<file path="config.mk">
export PLATFORM = sky130hd
export DESIGN_NAME = lsd_line_state_timers
export DESIGN_NICKNAME = d
export VERILOG_FILES = /design/src/design/lsd_pkg.sv /design/src/design/lsd_tick_gen.sv /design/src/design/lsd_timer_pair.sv /design/src/design/lsd_line_state_timers.sv
export VERILOG_INCLUDE_DIRS = /design/src /design/src/design
export SDC_FILE = /design/constraint.sdc
export NUM_CORES = 1
export LEC_CHECK = 0
export BUFFER_PORTS_ARGS = -buffer_cell sky130_fd_sc_hd__buf_2
export CORE_UTILIZATION = 50
export CTS_CLUSTER_SIZE = 8
export DETAILED_ROUTE_END_ITERATION = 10
export PLACE_DENSITY = 0.72
export SYNTH_ARGS = -nofsm -noshare
export SYNTH_HDL_FRONTEND = slang
export SYNTH_HIERARCHICAL = 1
export SYNTH_SLANG_ARGS = --single-unit
</file>
<file path="constraint.sdc">
create_clock -name mclk -period 2.4 [get_ports mclk]
set_input_delay 0.36 -clock mclk [delete_from_list [all_inputs] [get_ports mclk]]
set_output_delay 0.36 -clock mclk [all_outputs]
set_load 0.005 [all_outputs]
</file>
<file path="src/design/lsd_defines.svh">
// Behaviour
// RULE_01 - noise count snapshot read captures the noise timer in bits 0-6
// RULE_02 - noise snapshot writes store nothing and raise write reject
// RULE_03 - noise prescale snapshot read captures the full 8-bit prescaler
// RULE_04 - state main counter steps per 80 ns tick when prescaler is zero
// RULE_05 - state pair reaches zero after ((P+1)*M+P) ticks of 80 ns
// RULE_06 - both state counters zero in a qualifying state reloads both
// RULE_07 - line change into a qualifying state reloads both state counters
// RULE_08 - writing either state threshold reloads both state counters
// RULE_09 - state prescaler at zero reloads alone from its threshold
// RULE_10 - active, noise or unknown line state freezes both state counters
// RULE_11 - 8-bit state prescaler steps down per tick in qualifying states
// RULE_12 - state threshold holds 7 bits, bit 7 reads zero, ignores writes
// RULE_13 - state prescale threshold holds 8 bits, lsb in bit 0
// RULE_14 - noise main counter steps once per (prescale threshold + 1) ticks
// RULE_15 - both noise counters zero in a noise-class state reloads both
// RULE_16 - change into a noise-class state does not reload noise counters
// RULE_17 - captured snapshot stays stable for the whole read
`ifndef LSD_DEFINES_SVH
`define LSD_DEFINES_SVH

// ----------------------------------------------------------------
// register offsets
// ----------------------------------------------------------------
`define LSD_ADDR_W          5
`define LSD_OFS_NOISE_THR   5'h0d
`define LSD_OFS_NOISE_PTHR  5'h0e
`define LSD_OFS_NOISE_SNAP  5'h0f
`define LSD_OFS_NPRE_SNAP   5'h10
`define LSD_OFS_STATE_THR   5'h11
`define LSD_OFS_STATE_PTHR  5'h12

// ----------------------------------------------------------------
// fields and reset values
// ----------------------------------------------------------------
`define LSD_MAIN_W          7
`define LSD_PRE_W           8
`define LSD_DATA_W          8
`define LSD_RESERVED_BIT    7
`define LSD_MAIN_THR_RST    7'h00
`define LSD_PRE_THR_RST     8'h00

// ----------------------------------------------------------------
// timing
// ----------------------------------------------------------------
`define LSD_CLK_NS          10
`define LSD_TICK_NS         80
`define LSD_TICK_CYC        ((`LSD_TICK_NS + `LSD_CLK_NS - 1) / `LSD_CLK_NS)

`endif

</file>
<file path="src/design/lsd_pkg.sv">
`include "lsd_defines.svh"

package lsd_pkg;

   // -------------------------------------------------------------
   // received line states
   // -------------------------------------------------------------
   typedef enum logic [2:0] {
      LSD_LS_ACTIVE  = 3'b000,
      LSD_LS_IDLE    = 3'b001,
      LSD_LS_HALT    = 3'b010,
      LSD_LS_MASTER  = 3'b011,
      LSD_LS_QUIET   = 3'b100,
      LSD_LS_NSD     = 3'b101,
      LSD_LS_NOISE   = 3'b110,
      LSD_LS_UNKNOWN = 3'b111
   } lsd_line_state_t;

   // -------------------------------------------------------------
   // control bus request
   // -------------------------------------------------------------
   typedef struct packed {
      logic                     sel;
      logic                     wr;
      logic [`LSD_ADDR_W-1:0]   addr;
      logic [`LSD_DATA_W-1:0]   wdata;
   } lsd_cb_req_t;

   // halt, idle, master, quiet, no signal detect
   function automatic logic lsd_is_state_class(lsd_line_state_t ls);
      case (ls)
         LSD_LS_HALT, LSD_LS_IDLE, LSD_LS_MASTER,
         LSD_LS_QUIET, LSD_LS_NSD: lsd_is_state_class = 1'b1;
         default: lsd_is_state_class = 1'b0;
      endcase
   endfunction

endpackage

</file>
<file path="src/design/lsd_tick_gen.sv">
`timescale 1ns/10ps
`include "lsd_defines.svh"

// ----------------------------------------------------------------
// one pulse per symbol period
// ----------------------------------------------------------------
module lsd_tick_gen #(
   parameter int TICK_CYC = `LSD_TICK_CYC
) (
   input  wire logic mclk,
   input  wire logic nrst,
   output logic      tick
);

   localparam int CW = (TICK_CYC > 1) ? $clog2(TICK_CYC) : 1;

   logic [CW-1:0] cnt_r;

   initial begin
      if (TICK_CYC < 1)
         $error("tick period below one cycle");
   end

   always_ff @(posedge mclk or negedge nrst) begin
      if (!nrst) begin
         cnt_r <= '0;
         tick  <= 1'b0;
      end else if (cnt_r == CW'(TICK_CYC - 1)) begin
         cnt_r <= '0;
         tick  <= 1'b1;
      end else begin
         cnt_r <= cnt_r + 1'b1;
         tick  <= 1'b0;
      end
   end

endmodule

</file>
<file path="src/design/lsd_timer_pair.sv">
`timescale 1ns/10ps
`include "lsd_defines.svh"

// ----------------------------------------------------------------
// main counter with prescaler, both counting down
// ----------------------------------------------------------------
module lsd_timer_pair #(
   parameter int MAIN_W = `LSD_MAIN_W,
   parameter int PRE_W  = `LSD_PRE_W
) (
   input  wire logic              mclk,
   input  wire logic              nrst,
   input  wire logic              tick,
   input  wire logic              count_en,
   input  wire logic              reload,
   input  wire logic [MAIN_W-1:0] main_thr,
   input  wire logic [PRE_W-1:0]  pre_thr,
   output logic      [MAIN_W-1:0] main_cnt,
   output logic      [PRE_W-1:0]  pre_cnt
);

   initial begin
      if (MAIN_W < 1 || PRE_W < 1 || MAIN_W > `LSD_DATA_W ||
          PRE_W > `LSD_DATA_W)
         $error("counter width not servable");
   end

   logic step;
   assign step = tick && count_en;

   always_ff @(posedge mclk or negedge nrst) begin
      if (!nrst) begin
         main_cnt <= '0;
         pre_cnt  <= '0;
      end else if (reload) begin
         main_cnt <= main_thr;
         pre_cnt  <= pre_thr;
      end else if (step) begin
         if (pre_cnt == '0) begin
            pre_cnt <= pre_thr;                      // RULE_09
            if (main_cnt != '0)
               main_cnt <= main_cnt - 1'b1;          // RULE_04 RULE_14
         end else begin
            pre_cnt <= pre_cnt - 1'b1;               // RULE_11
         end
      end
   end
endmodule

</file>
<file path="src/design/lsd_line_state_timers.sv">
`timescale 1ns/10ps
`include "lsd_defines.svh"

// ----------------------------------------------------------------
// line state duration and noise timers with control bus registers
// ----------------------------------------------------------------
module lsd_line_state_timers #(
   parameter int MAIN_W   = `LSD_MAIN_W,
   parameter int PRE_W    = `LSD_PRE_W,
   parameter int TICK_CYC = `LSD_TICK_CYC
) (
   input  wire logic                    mclk,
   input  wire logic                    nrst,
   input  wire lsd_pkg::lsd_cb_req_t    cb_req,
   input  wire lsd_pkg::lsd_line_state_t line_state,
   output logic [`LSD_DATA_W-1:0]       cb_rdata_r,
   output logic                         cb_ack_r,
   output logic                         write_reject_r,
   output logic                         state_expired_r,
   output logic                         noise_expired_r,
   output logic [MAIN_W-1:0]            state_count,
   output logic [PRE_W-1:0]             state_prescale_count
);

   initial begin
      if (MAIN_W != `LSD_MAIN_W || PRE_W != `LSD_PRE_W)
         $error("register layout fixes the counter widths");
      if (TICK_CYC < 1)
         $error("tick period below one cycle");
   end

   // ----------------------------------------------------------------
   // state
   // ----------------------------------------------------------------
   logic [MAIN_W-1:0]        state_main_threshold_r;
   logic [PRE_W-1:0]         state_prescale_threshold_r;
   logic [MAIN_W-1:0]        noise_main_threshold_r;
   logic [PRE_W-1:0]         noise_prescale_threshold_r;
   logic [MAIN_W-1:0]        noise_cnt;
   logic [PRE_W-1:0]         noise_pre;
   lsd_pkg::lsd_line_state_t prev_ls_r;
   logic                     noise_linestate_change_flag_r;
   logic                     state_wr_reload_r;
   logic                     noise_wr_reload_r;
   logic                     tick;
   logic                     rd;
   logic                     wr;
   logic                     ls_change;
   logic                     in_state_class;
   logic                     state_zero;
   logic                     noise_zero;
   logic                     state_reload;
   logic                     noise_reload;

   function automatic logic hit(input lsd_pkg::lsd_cb_req_t req,
                                input logic [`LSD_ADDR_W-1:0] ofs);
      hit = req.sel && (req.addr == ofs);
   endfunction

   assign rd             = cb_req.sel && !cb_req.wr;
   assign wr             = cb_req.sel && cb_req.wr;
   assign ls_change      = (line_state != prev_ls_r);
   assign in_state_class = lsd_pkg::lsd_is_state_class(line_state);
   assign state_zero     = (state_count == '0) &&
                           (state_prescale_count == '0);
   assign noise_zero     = (noise_cnt == '0) && (noise_pre == '0);

   // ----------------------------------------------------------------
   // reload decisions
   // ----------------------------------------------------------------
   assign state_reload = state_wr_reload_r ||                 // RULE_08
                         (ls_change && in_state_class) ||     // RULE_07
                         (tick && in_state_class && state_zero); // RULE_06
   assign noise_reload = noise_wr_reload_r ||                 // RULE_16
                         in_state_class ||
                         (tick && !in_state_class && noise_zero); // RULE_15

   // ----------------------------------------------------------------
   // counters
   // ----------------------------------------------------------------
   lsd_tick_gen #(
      .TICK_CYC (TICK_CYC)
   ) u_tick (
      .mclk (mclk),
      .nrst (nrst),
      .tick (tick)
   );

   lsd_timer_pair #(
      .MAIN_W (MAIN_W),
      .PRE_W  (PRE_W)
   ) u_state (
      .mclk     (mclk),
      .nrst     (nrst),
      .tick     (tick),
      .count_en (in_state_class),                       // RULE_10
      .reload   (state_reload),
      .main_thr (state_main_threshold_r),
      .pre_thr  (state_prescale_threshold_r),
      .main_cnt (state_count),
      .pre_cnt  (state_prescale_count)
   );

   lsd_timer_pair #(
      .MAIN_W (MAIN_W),
      .PRE_W  (PRE_W)
   ) u_noise (
      .mclk     (mclk),
      .nrst     (nrst),
      .tick     (tick),
      .count_en (!in_state_class),                      // RULE_14
      .reload   (noise_reload),
      .main_thr (noise_main_threshold_r),
      .pre_thr  (noise_prescale_threshold_r),
      .main_cnt (noise_cnt),
      .pre_cnt  (noise_pre)
   );

   // ----------------------------------------------------------------
   // line state history and change flag
   // ----------------------------------------------------------------
   always_ff @(posedge mclk or negedge nrst) begin
      if (!nrst)
         prev_ls_r <= lsd_pkg::LSD_LS_UNKNOWN;
      else
         prev_ls_r <= line_state;
   end

   // change into noise class: counters run on, flag is set
   always_ff @(posedge mclk or negedge nrst) begin
      if (!nrst)
         noise_linestate_change_flag_r <= 1'b0;
      else if (ls_change && !in_state_class)
         noise_linestate_change_flag_r <= 1'b1;         // RULE_16
      else if (rd && hit(cb_req, `LSD_OFS_NOISE_SNAP))
         noise_linestate_change_flag_r <= 1'b0;
   end

   // ----------------------------------------------------------------
   // threshold registers
   // ----------------------------------------------------------------
   always_ff @(posedge mclk or negedge nrst) begin
      if (!nrst) begin
         state_main_threshold_r     <= `LSD_MAIN_THR_RST;
         state_prescale_threshold_r <= `LSD_PRE_THR_RST;
      end else if (wr && hit(cb_req, `LSD_OFS_STATE_THR)) begin
         state_main_threshold_r <= cb_req.wdata[MAIN_W-1:0]; // RULE_12
      end else if (wr && hit(cb_req, `LSD_OFS_STATE_PTHR)) begin
         state_prescale_threshold_r <= cb_req.wdata[PRE_W-1:0]; // RULE_13
      end
   end

   always_ff @(posedge mclk or negedge nrst) begin
      if (!nrst) begin
         noise_main_threshold_r     <= `LSD_MAIN_THR_RST;
         noise_prescale_threshold_r <= `LSD_PRE_THR_RST;
      end else if (wr && hit(cb_req, `LSD_OFS_NOISE_THR)) begin
         noise_main_threshold_r <= cb_req.wdata[MAIN_W-1:0];
      end else if (wr && hit(cb_req, `LSD_OFS_NOISE_PTHR)) begin
         noise_prescale_threshold_r <= cb_req.wdata[PRE_W-1:0];
      end
   end

   // reload one cycle later so the new threshold is used
   always_ff @(posedge mclk or negedge nrst) begin
      if (!nrst) begin
         state_wr_reload_r <= 1'b0;
         noise_wr_reload_r <= 1'b0;
      end else begin
         state_wr_reload_r <= wr && (hit(cb_req, `LSD_OFS_STATE_THR) ||
                                     hit(cb_req, `LSD_OFS_STATE_PTHR));
         noise_wr_reload_r <= wr && (hit(cb_req, `LSD_OFS_NOISE_THR) ||
                                     hit(cb_req, `LSD_OFS_NOISE_PTHR));
      end
   end

   // ----------------------------------------------------------------
   // bus answer and snapshots
   // ----------------------------------------------------------------
   always_ff @(posedge mclk or negedge nrst) begin
      if (!nrst) begin
         cb_ack_r   <= 1'b0;
         cb_rdata_r <= '0;
      end else begin
         cb_ack_r <= cb_req.sel;
         if (rd) begin                                  // RULE_17
            case (cb_req.addr)
               `LSD_OFS_NOISE_THR:
                  cb_rdata_r <= {1'b0, noise_main_threshold_r};
               `LSD_OFS_NOISE_PTHR:
                  cb_rdata_r <= noise_prescale_threshold_r;
               `LSD_OFS_NOISE_SNAP:
                  cb_rdata_r <= {noise_linestate_change_flag_r,
                                 noise_cnt};            // RULE_01
               `LSD_OFS_NPRE_SNAP:
                  cb_rdata_r <= noise_pre;              // RULE_03
               `LSD_OFS_STATE_THR:
                  cb_rdata_r <= {1'b0, state_main_threshold_r}; // RULE_12
               `LSD_OFS_STATE_PTHR:
                  cb_rdata_r <= state_prescale_threshold_r; // RULE_13
               default:
                  cb_rdata_r <= '0;
            endcase
         end
      end
   end

   always_ff @(posedge mclk or negedge nrst) begin
      if (!nrst)
         write_reject_r <= 1'b0;
      else
         write_reject_r <= wr && (hit(cb_req, `LSD_OFS_NOISE_SNAP) ||
                                  hit(cb_req, `LSD_OFS_NPRE_SNAP)); // RULE_02
   end

   // ----------------------------------------------------------------
   // expiry events
   // ----------------------------------------------------------------
   always_ff @(posedge mclk or negedge nrst) begin
      if (!nrst) begin
         state_expired_r <= 1'b0;
         noise_expired_r <= 1'b0;
      end else begin
         state_expired_r <= tick && in_state_class && state_zero; // RULE_05
         noise_expired_r <= tick && !in_state_class && noise_zero;
      end
   end
endmodule

</file>
# --- Yosys cells after proc, flatten, opt, wreduce, memory -nomap -nowiden ---
# Index checks and enable logic that the tools add are counted.
totals:
  output_inout_bits: 27
  ff_bits: 82
  mem_bits_rw: 0
  latchBits: 0
  mem_bits_ro: 0
  mem_count: 0
  word_cells: 110
  inputBits: 20
classes:
  eq_ne: 13
  mul: 0
  n_div: 0
  addsub: 5
  n_reduce_logical: 51
  order_cmp: 0
  n_bitwise: 2
  shift: 0
  n_mux: 20
op_table:
  columns: ["op", "count"]
  rows:
  - ["7-bit 2-to-1 mux", 8]
  - ["8-bit 2-to-1 mux", 6]
  - ["8-bit one-hot mux with 6 select lines", 1]
  - ["1-bit logical AND", 24]
  - ["8-bit logical NOT", 2]
  - ["8-bit by 1-bit subtractor with 8-bit output, second input constant", 2]
  - ["5-bit by 4-bit equality test with 1-bit output, second input constant", 3]
  - ["5-bit equality test, second input constant", 3]
  - ["7-bit logical NOT", 2]
  - ["2-bit nonzero test", 7]
  - ["7-bit nonzero test", 2]
  - ["7-bit by 1-bit subtractor with 7-bit output, second input constant", 2]
  - ["3-bit equality test, second input constant", 3]
  - ["1-bit logical OR", 7]
  - ["3-bit by 2-bit equality test with 1-bit output, second input constant", 2]
  - ["3-bit AND reduction", 2]
  - ["5-bit OR reduction", 1]
  - ["1-bit 2-to-1 mux", 4]
  - ["2-bit AND reduction", 2]
  - ["3-bit by 1-bit adder with 3-bit output, second input constant", 1]
  - ["3-bit by 1-bit equality test with 1-bit output, second input constant", 1]
  - ["3-bit 2-to-1 mux", 1]
  - ["3-bit != test", 1]
  - ["1-bit logical NOT", 2]
  - ["1-bit inverter", 2]

# --- Logic depth before layout (Yosys ltp) ---
# Gate-level depths: netlist of run 1.
depth:
  depth_word: 9
  depth_mapped: 10

# --- Hierarchy ---
# Netlist of run 1, hierarchy kept.
by_module_without_submodules:
  columns: ["module", "seq_area_each_um2", "n_inst", "area_each_um2", "cells_per_inst"]
  rows:
  - ["lsd_line_state_timers", 1204.9, 1, 2346.0, 181]
  - ["lsd_timer_pair (u_state)", 375.4, 1, 1012.2, 115]
  - ["lsd_timer_pair (u_noise)", 375.4, 1, 999.7, 117]
  - ["lsd_tick_gen", 100.1, 1, 128.9, 7]

# --- Worst setup path after synthesis of run 1 ---
# OpenSTA, ideal clock, no wires.
synth_path:
  kind: "register -> register"
  startpoint: "register u_state.main_cnt[2]"
  endpoint: "register u_state.pre_cnt[4]"
  path_stages_with_launch: 11
  setup_slack_ps: 110
  arrival_ps: 2163
  required_time_ps: 2273
  n_path_buf: 2
  path_cell_list: "dfrtp_1 nor4_1 nand4_1 nor2_1 a211o_1 clkbuf_1 clkinv_1 o21a_1 clkbuf_1 o21ai_0 o2bb2a_1"
synth_between:
  elab_chain_len: 5
  elab_cells_between_ends: 6
  classes_between: "1 x mux; 5 x reduce/logical"
synth_rtl:
  columns: ["item", "line", "text"]
  rows:
  - ["start, declared", "lsd_timer_pair.sv:18", "output logic [MAIN_W-1:0] main_cnt,"]
  - ["start signal, assigned", "lsd_timer_pair.sv:36", "main_cnt <= main_thr;"]
  - ["start signal, assigned", "lsd_timer_pair.sv:42", "main_cnt <= main_cnt - 1'b1;"]
  - ["7-bit logical NOT *", "lsd_line_state_timers.sv:64", "assign state_zero = (state_count == '0) &&"]
  - ["1-bit logical AND *", "lsd_line_state_timers.sv:64", null]
  - ["1-bit logical AND *", "lsd_line_state_timers.sv:73", "(tick && in_state_class && state_zero);"]
  - ["1-bit logical OR *", "lsd_line_state_timers.sv:72", "(ls_change && in_state_class) ||"]
  - ["named net state_reload", "lsd_line_state_timers.sv:52", "logic state_reload;"]
  - ["8-bit 2-to-1 mux or 2-bit nonzero test (tied branches)", null, null]
  - ["end signal, assigned", "lsd_timer_pair.sv:37", "pre_cnt <= pre_thr;"]
  - ["end signal, assigned", "lsd_timer_pair.sv:40", "pre_cnt <= pre_thr;"]
  - ["end signal, assigned", "lsd_timer_pair.sv:44", "pre_cnt <= pre_cnt - 1'b1;"]
  - ["end, declared", "lsd_timer_pair.sv:19", "output logic [PRE_W-1:0] pre_cnt"]
# Mark *: on every way through the listed nets, which the timed path passes. The rest lies on a longest branch.
# A chain may end at the register's enable or synchronous reset.

# --- Final worst setup path of run 1 ---
layout_path:
  startpoint: "register u_tick.tick"
  endpoint: "register u_noise.pre_cnt[0]"
layout_between:
  elab_chain_len: 4
  elab_cells_between_ends: 5
  classes_between: "1 x mux; 4 x reduce/logical"
layout_rtl:
  columns: ["item", "line", "text"]
  rows:
  - ["start, declared", "lsd_tick_gen.sv:12", "output logic tick"]
  - ["start signal, assigned", "lsd_tick_gen.sv:27", "tick <= 1'b0;"]
  - ["start signal, assigned", "lsd_tick_gen.sv:30", "tick <= 1'b1;"]
  - ["start signal, assigned", "lsd_tick_gen.sv:33", "tick <= 1'b0;"]
  - ["1-bit logical AND * (2 in a row)", "lsd_line_state_timers.sv:76", "(tick && !in_state_class && noise_zero);"]
  - ["1-bit logical OR *", "lsd_line_state_timers.sv:75", "in_state_class ||"]
  - ["named net noise_reload", "lsd_line_state_timers.sv:53", "logic noise_reload;"]
  - ["8-bit 2-to-1 mux or 2-bit nonzero test (tied branches)", null, null]
  - ["end signal, assigned", "lsd_timer_pair.sv:37", null]
  - ["end signal, assigned", "lsd_timer_pair.sv:40", null]
  - ["end signal, assigned", "lsd_timer_pair.sv:44", null]
  - ["end, declared", "lsd_timer_pair.sv:19", null]
# Marked as above.

==> metrics.cfg, run 1 <==
[grt]
antenna_found_initial = 0
grt.met2_usage_pct = 44.4
grt_overflow = 0
met3_usage_pct = 5.42
top_usage_layer = met2
first_global_vias = 3687
grtUsageMet1_pct = 33.7
grt_max_degree = 36
grt_first_pass_wirelength_um = 19400
track_usage_pct = 26.3

[floorplanning]
coreArea_um2 = 8720
num_rows = 34
start_util_pct = 51.4
ioPinCount = 47
dieHeight_um = 96.7
die_area_um2 = 9360
fp.dieW_um = 96.7

[timing]
drv_slew = 0
fmax_ghz = 0.428
tightestPinTransition_ns = 0.745
final-hold-violation-count = 0
post-route-period-util_pct = 97.3
slew_headroom_pct = 50.1
rsz0062_at_grt = false
setup_ws_ns = 0.0657
fin_setup_tns_ns = 0
setup_viol = 0
fin_crit_ns = 2.33
final.setup_skew_ns = 0.0126

[clock_tree]
cts_tree = built
clk_pin_slew_worst_paths_ns = 0.09
cts_max_level = 3
cts_buffer_depth = 2
numCtsBuffers = 9
ctsRootBufferMaster = clkbuf_8
post-cts-setup-buffers = 0
cts_sinks = 82
clk_latency_ns = 0.37

[worst_setup_path]
r2r_start = u_tick/tick
rrSetupSlack_ns = 0.07
critPathKind = reg -> reg
crit_fanout = 8
path_cells = nor4b_1 -> nand4_1 -> nor2_1 -> or3_1 -> clkinv_1 -> nand2_1 -> nor2_1 -> a311o_1
r2r-end = u_noise/pre_cnt[0]
startpoint_type = flop
end_kind = flop
arrival_ns = 2.59
cp.required_ns = 2.66
slowest_delay_ns = 0.51
cp_common_cell = nor2_1
r2r_cells = 8
cp_slowest_cell = dfrtp_1

[min_path]
holdPathStages = 1
worstHoldPathType = in -> reg
worst_hold_startpoint = line_state[0]
hold_end = prev_ls_r[0]

[detailed_routing]
drt-vias-per-instance = 6.09
vias = 3714
wirelength_um = 11700
drc_errors = 0
first_iter_violations = 254
wl_per_cell_um = 19.1
dr.pass1.iters = 4
antenna_left = 0

[synth]
yosysWarnings = 6
ys_seq_elements = 82
async_flop_share_pct = 100
synth_edf_count = 0
syn_nets = 450
synthFlopType = dfrtp_1
yosys.cell_types.count = 71
synth_area_um2 = 4490
synth.avg_cell_area_um2 = 10.7
yosysSeqAreaShare_pct = 45.8
synth_cells = 420

[pwr]
switching_share_pct = 36.1
p_per_area_nw_per_um2 = 786
total_leakage_power_uw = 0.00239
combPwrFrac_pct = 31.2
p_clk_share_pct = 23.3
seqPwrFrac_pct = 45.5
switching_power_uw = 1490
ir_drop_mv = 0.362
p_int_uw = 2630

[layout]
n_antenna_cell = 0
layout_common_cells = dfrtp_1, buf_2, buf_4
drive_gt1_share_pct = 31.3
final_common_cell = dfrtp_1
final_net_count = 527
stdcell_count = 610
fin_util_pct = 60.0
area_growth_pct = 16.7

[outcome]
status = completed

[placement]
hpwl_um = 8910
place_worst_setup_slack_ns = 0.112
place_inst = 593
gp_congestion = 0.959
io_buffers = 46

[flow_run]
cap_viol_max_count = 0

[cell usage after synthesis (6+ instances only)]
cell type | n | area share [%]
dfrtp_1 | 79 | 44
nor2_1 | 34 | 2.8
a21oi_1 | 24 | 2.7
mux2_2 | 22 | 5.5
nand2_1 | 19 | 1.6
o21ai_0 | 19 | 2.1
inv_1 | 17 | 1.4
mux2_4 | 15 | 5.0
a31oi_1 | 13 | 1.8
nand3_1 | 12 | 1.3
mux2i_1 | 11 | 2.5
nor3_1 | 11 | 1.2
nor4_1 | 11 | 1.5
clkbuf_1 | 10 | 0.84
ha_1 | 10 | 2.8
a22oi_1 | 9 | 1.5
nand4_1 | 6 | 0.84
or3_1 | 6 | 0.84
[flip-flops by register name, summed over array words and instances (netlist names), 3 cells and up]
| register | flops |
|---|---|
| u_state/main_cnt | 7 |
| u_tick/cnt_r | 3 |
| noise_prescale_threshold_r | 8 |
| u_noise/pre_cnt | 8 |
| noise_main_threshold_r | 7 |
| state_main_threshold_r | 7 |
| u_state/pre_cnt | 8 |
| cb_rdata_r | 8 |
| state_prescale_threshold_r | 8 |
| prev_ls_r | 3 |
| u_noise/main_cnt | 7 |
[worst max-delay path: cells and delay by family, from the launching register on]
family	cells	cell delay, ns
buffers and inverters	1	0.22
flip-flops	1	0.51
AND/OR/NAND/NOR	6	1.18
AO/OA/AOI/OAI	1	0.31
[worst max-delay path by stage]
stage	from	to	slack, ns	cells past startpoint
detailed placement	u_state/pre_cnt[3]	u_state/pre_cnt[4]	0.11	8
floorplan	u_state/main_cnt[2]	u_state/pre_cnt[4]	0.11	10
finish	u_tick/tick	u_noise/pre_cnt[0]	0.07	8
global placement	u_state/pre_cnt[0]	u_state/pre_cnt[6]	0.14	8
global route	u_tick/tick	u_noise/pre_cnt[0]	0.005	8
CTS	u_state/pre_cnt[3]	u_state/pre_cnt[1]	0.06	8
[per-layer routing]
layer	part of all wire, %	wire, um	vias to the layer above
li1	-	-	1712
met1	43	4990	1852
met4	2.0	235	0
met3	5.4	625	22
met5	0	0	-
met2	50	5800	128
[timing repair]
action                                  4_1_cts  5_1_grt
hold buffers                                  1        0
hold endpoints to repair                     32        0
resized for setup                             0        4
endpoints found under the setup margin        0       10
[power by group through the flow]
stage	registers, uW	clock network, uW	logic (uW)
after CTS	1860	982	1270
after floorplan	1850	0	760
after global routing	1910	1040	1410
after global placement	1880	0	1240
final	1870	957	1280
after detailed placement	1890	0	1260
[logic make-up after synthesis]
kind of cell,synth area share (%)
AOI/OAI and AO/OA,15.0
xor gates and xnor gates,0.976
adders and majority gates,2.79
buffers and inverters,3.85
DFF,45.8
muxes,13.0
and+or+nand+nor,18.6
[layout make-up]
class	instances	area, um^2
clock buffer	10	138
sequential	82	2060
timing repair buffer	83	513
clock inverter	6	50.0
fill	745	3490
tap	108	135
inverter	19	71.3
multi-input combinational	302	2270
[through the flow]
step | hold slack [ns] | cell area [um^2] | power (uW)
floorplan | 0.0644 | 4490 | 2610
global placement | 0.342 | 5020 | 3120
detailed placement | 0.347 | 5020 | 3160
CTS | 0.0989 | 5220 | 4120
global route | 0.0972 | 5240 | 4360
finish | 0.107 | 5240 | 4120
No activity file was read; power rests on OpenSTA's default activity.
==> inputs of run 2 (changes only) <==
MAX_ROUTING_LAYER = met4   (was not set)
==> metrics.cfg, run 2 (synthesized netlist as in run 1, its figures left out) <==
[floorplanning]
start_util_pct = 51.4  ; unchanged
num_rows = 34  ; unchanged
die_area_um2 = 9360  ; unchanged
fp.dieW_um = 96.7  ; unchanged
coreArea_um2 = 8720  ; unchanged
dieHeight_um = 96.7  ; unchanged
ioPinCount = 47  ; unchanged

[pwr]
switching_share_pct = 34.9  ; -1.2 points
total_leakage_power_uw = 0.00239  ; +0.10%
ir_drop_mv = 0.421  ; +16%
p_int_uw = 2760  ; +4.8%
combPwrFrac_pct = 31.4  ; +0.2 points
p_per_area_nw_per_um2 = 802  ; +2.0%
switching_power_uw = 1480  ; -0.52%
seqPwrFrac_pct = 44.2  ; -1.3 points
p_clk_share_pct = 24.4  ; +1.1 points

[layout]
nFillCells = 729  ; -2.1%
fin_util_pct = 60.6  ; +0.53 points
design_area_um2 = 5280  ; +0.88%
final_common_cell = dfrtp_1
multi_input_area_um2 = 2290  ; +0.99%
final_net_count = 526  ; -0.19%
n_antenna_cell = 0  ; unchanged
regArea_um2 = 2060  ; +0.12%
area_growth_pct = 17.7
layout_common_cells = dfrtp_1, buf_2, buf_4
drive_gt1_share_pct = 31.9  ; +0.66 points

[worst_setup_path]
critPathKind = reg -> reg
r2r_cells = 5  ; -3
slowest_delay_ns = 0.54  ; +0.03 ns
cp_slowest_cell = or4_4
path_cells = buf_4 -> or4_4 -> a2111o_1 -> or4_1 -> a31oi_1
setup.worst_path.end = u_state/main_cnt[3]
crit_fanout = 7  ; -1
rrSetupSlack_ns = 0.11  ; +0.04 ns
end_kind = flop
cp.required_ns = 2.68  ; +0.02 ns
r2r_start = u_state/pre_cnt[5]
startpoint_type = flop
r2r-end = u_state/main_cnt[3]
cp-startpoint = u_state/pre_cnt[5]
arrival_ns = 2.57  ; -0.02 ns

[timing]
fin_crit_ns = 2.29  ; -0.0442 ns
final.setup_skew_ns = 0.0109  ; -0.00170 ns
final-hold-violation-count = 0  ; unchanged
rsz0062_at_grt = false
tightestPinTransition_ns = 0.700  ; -0.0443 ns
fin_setup_tns_ns = 0  ; unchanged
post-route-period-util_pct = 95.4  ; -1.8 points
fmax_ghz = 0.437  ; +1.9%
setup_viol = 0  ; unchanged
slew_headroom_pct = 53.1  ; +3.0 points
drv_slew = 0  ; unchanged

[outcome]
status = completed

[grt]
track_usage_pct = 27.0  ; +0.67 points
grt_first_pass_wirelength_um = 19200  ; -1.2%
antenna_found_initial = 0  ; unchanged
grt_overflow = 0  ; unchanged
first_global_vias = 3617  ; -1.9%
grt_max_degree = 35  ; -2.8%

[clock_tree]
numCtsBuffers = 9  ; unchanged
ctsRootBufferMaster = clkbuf_8
clk_latency_ns = 0.35  ; -0.02 ns
cts_sinks = 82  ; unchanged
cts_max_level = 3  ; unchanged
clk_pin_slew_worst_paths_ns = 0.09  ; about the same
post-cts-setup-buffers = 0  ; unchanged
cts_tree = built
cts_buffer_depth = 2  ; unchanged

[placement]
io_buffers = 46  ; unchanged
dpl_cell_area_um2 = 5030  ; about the same
hpwl_um = 8720  ; -2.1%
gp_congestion = 0.937  ; -2.3%

[detailed_routing]
vias = 3693  ; -0.57%
wl_per_cell_um = 19.0  ; -0.38%
drc_errors = 0  ; unchanged
wirelength_um = 11600  ; -0.54%
drt-vias-per-instance = 6.06  ; -0.40%
antenna_left = 0  ; unchanged
first_iter_violations = 186  ; -27%
dr.pass1.iters = 5  ; +1

[min_path]
worstHoldPathType = in -> reg

[flow_run]
cap_viol_max_count = 0  ; unchanged

==> run 2: metal layers <==
layer | routed length, um | GRT usage (%) | vias to the layer above
met5 | 0 | - | -
met4 | 476 | 14.4 | 0
met3 | 607 | 4.19 | 37
met2 | 5580 | 41.7 | 126
met1 | 4930 | 34.4 | 1805
li1 | - | - | 1725
==> run 2: stage by stage <==
| stage | hold slack, ns | cells | worst slack [ns] | power [uW] |
|---|---|---|---|---|
| 6_report | 0.127 | 609 | 0.110 | 4240 |
| 5_1_grt | 0.101 | 609 | 0.00229 | 4490 |
| 4_1_cts | 0.111 | 609 | 0.0224 | 4210 |
| 3_5_place_dp | 0.345 | 592 | 0.0405 | 3170 |
| 3_3_place_gp | 0.337 | 592 | 0.135 | 3130 |
| 2_1_floorplan | 0.0644 | 420 | 0.110 | 2610 |
==> run 2: power by group through the flow <==
stage | clock [uW] | sequential (uW) | combinational (uW)
2_1_floorplan | 0 | 1850 | 760
3_3_place_gp | 0 | 1870 | 1260
3_5_place_dp | 0 | 1880 | 1290
4_1_cts | 1060 | 1850 | 1300
5_1_grt | 1120 | 1900 | 1470
6_report | 1030 | 1870 | 1330
==> run 2: repair_timing <==
| action | in CTS | in global routing |
|---|---|---|
| hold buffers | 1 | 0 |
| endpoints found under the hold margin | 28 | 0 |
| resized for setup | 0 | 10 |
| setup endpoints to repair | 0 | 12 |
==> run 2: worst min path at each step <==
stage	slack, ns	cells past startpoint	start	end
final	0.13	1	line_state[0]	prev_ls_r[0]
after global placement	0.34	1	nrst	u_state/main_cnt[4]
after floorplan	0.06	0	nrst	cb_ack_r
after CTS	0.11	1	line_state[0]	prev_ls_r[0]
after global routing	0.10	1	line_state[0]	prev_ls_r[0]
after detailed placement	0.34	1	nrst	u_state/main_cnt[2]
==> run 2: worst max-delay path, delay by kind of cell (launching register included) <==
| family | cells | cell delay, ns |
|---|---|---|
| buffers and inverters | 1 | 0.16 |
| and+or+nand+nor | 2 | 1.04 |
| DFF | 1 | 0.41 |
| AOI/OAI and AO/OA | 2 | 0.61 |
==> run 2: area by class of cell <==
cell class	instances	area share, %
inverter	19	1.35
multi-input combinational	302	43.4
timing repair buffer	82	9.81
tap	108	2.56
clock buffer	11	2.68
sequential	82	39.0
clock inverter	5	1.18
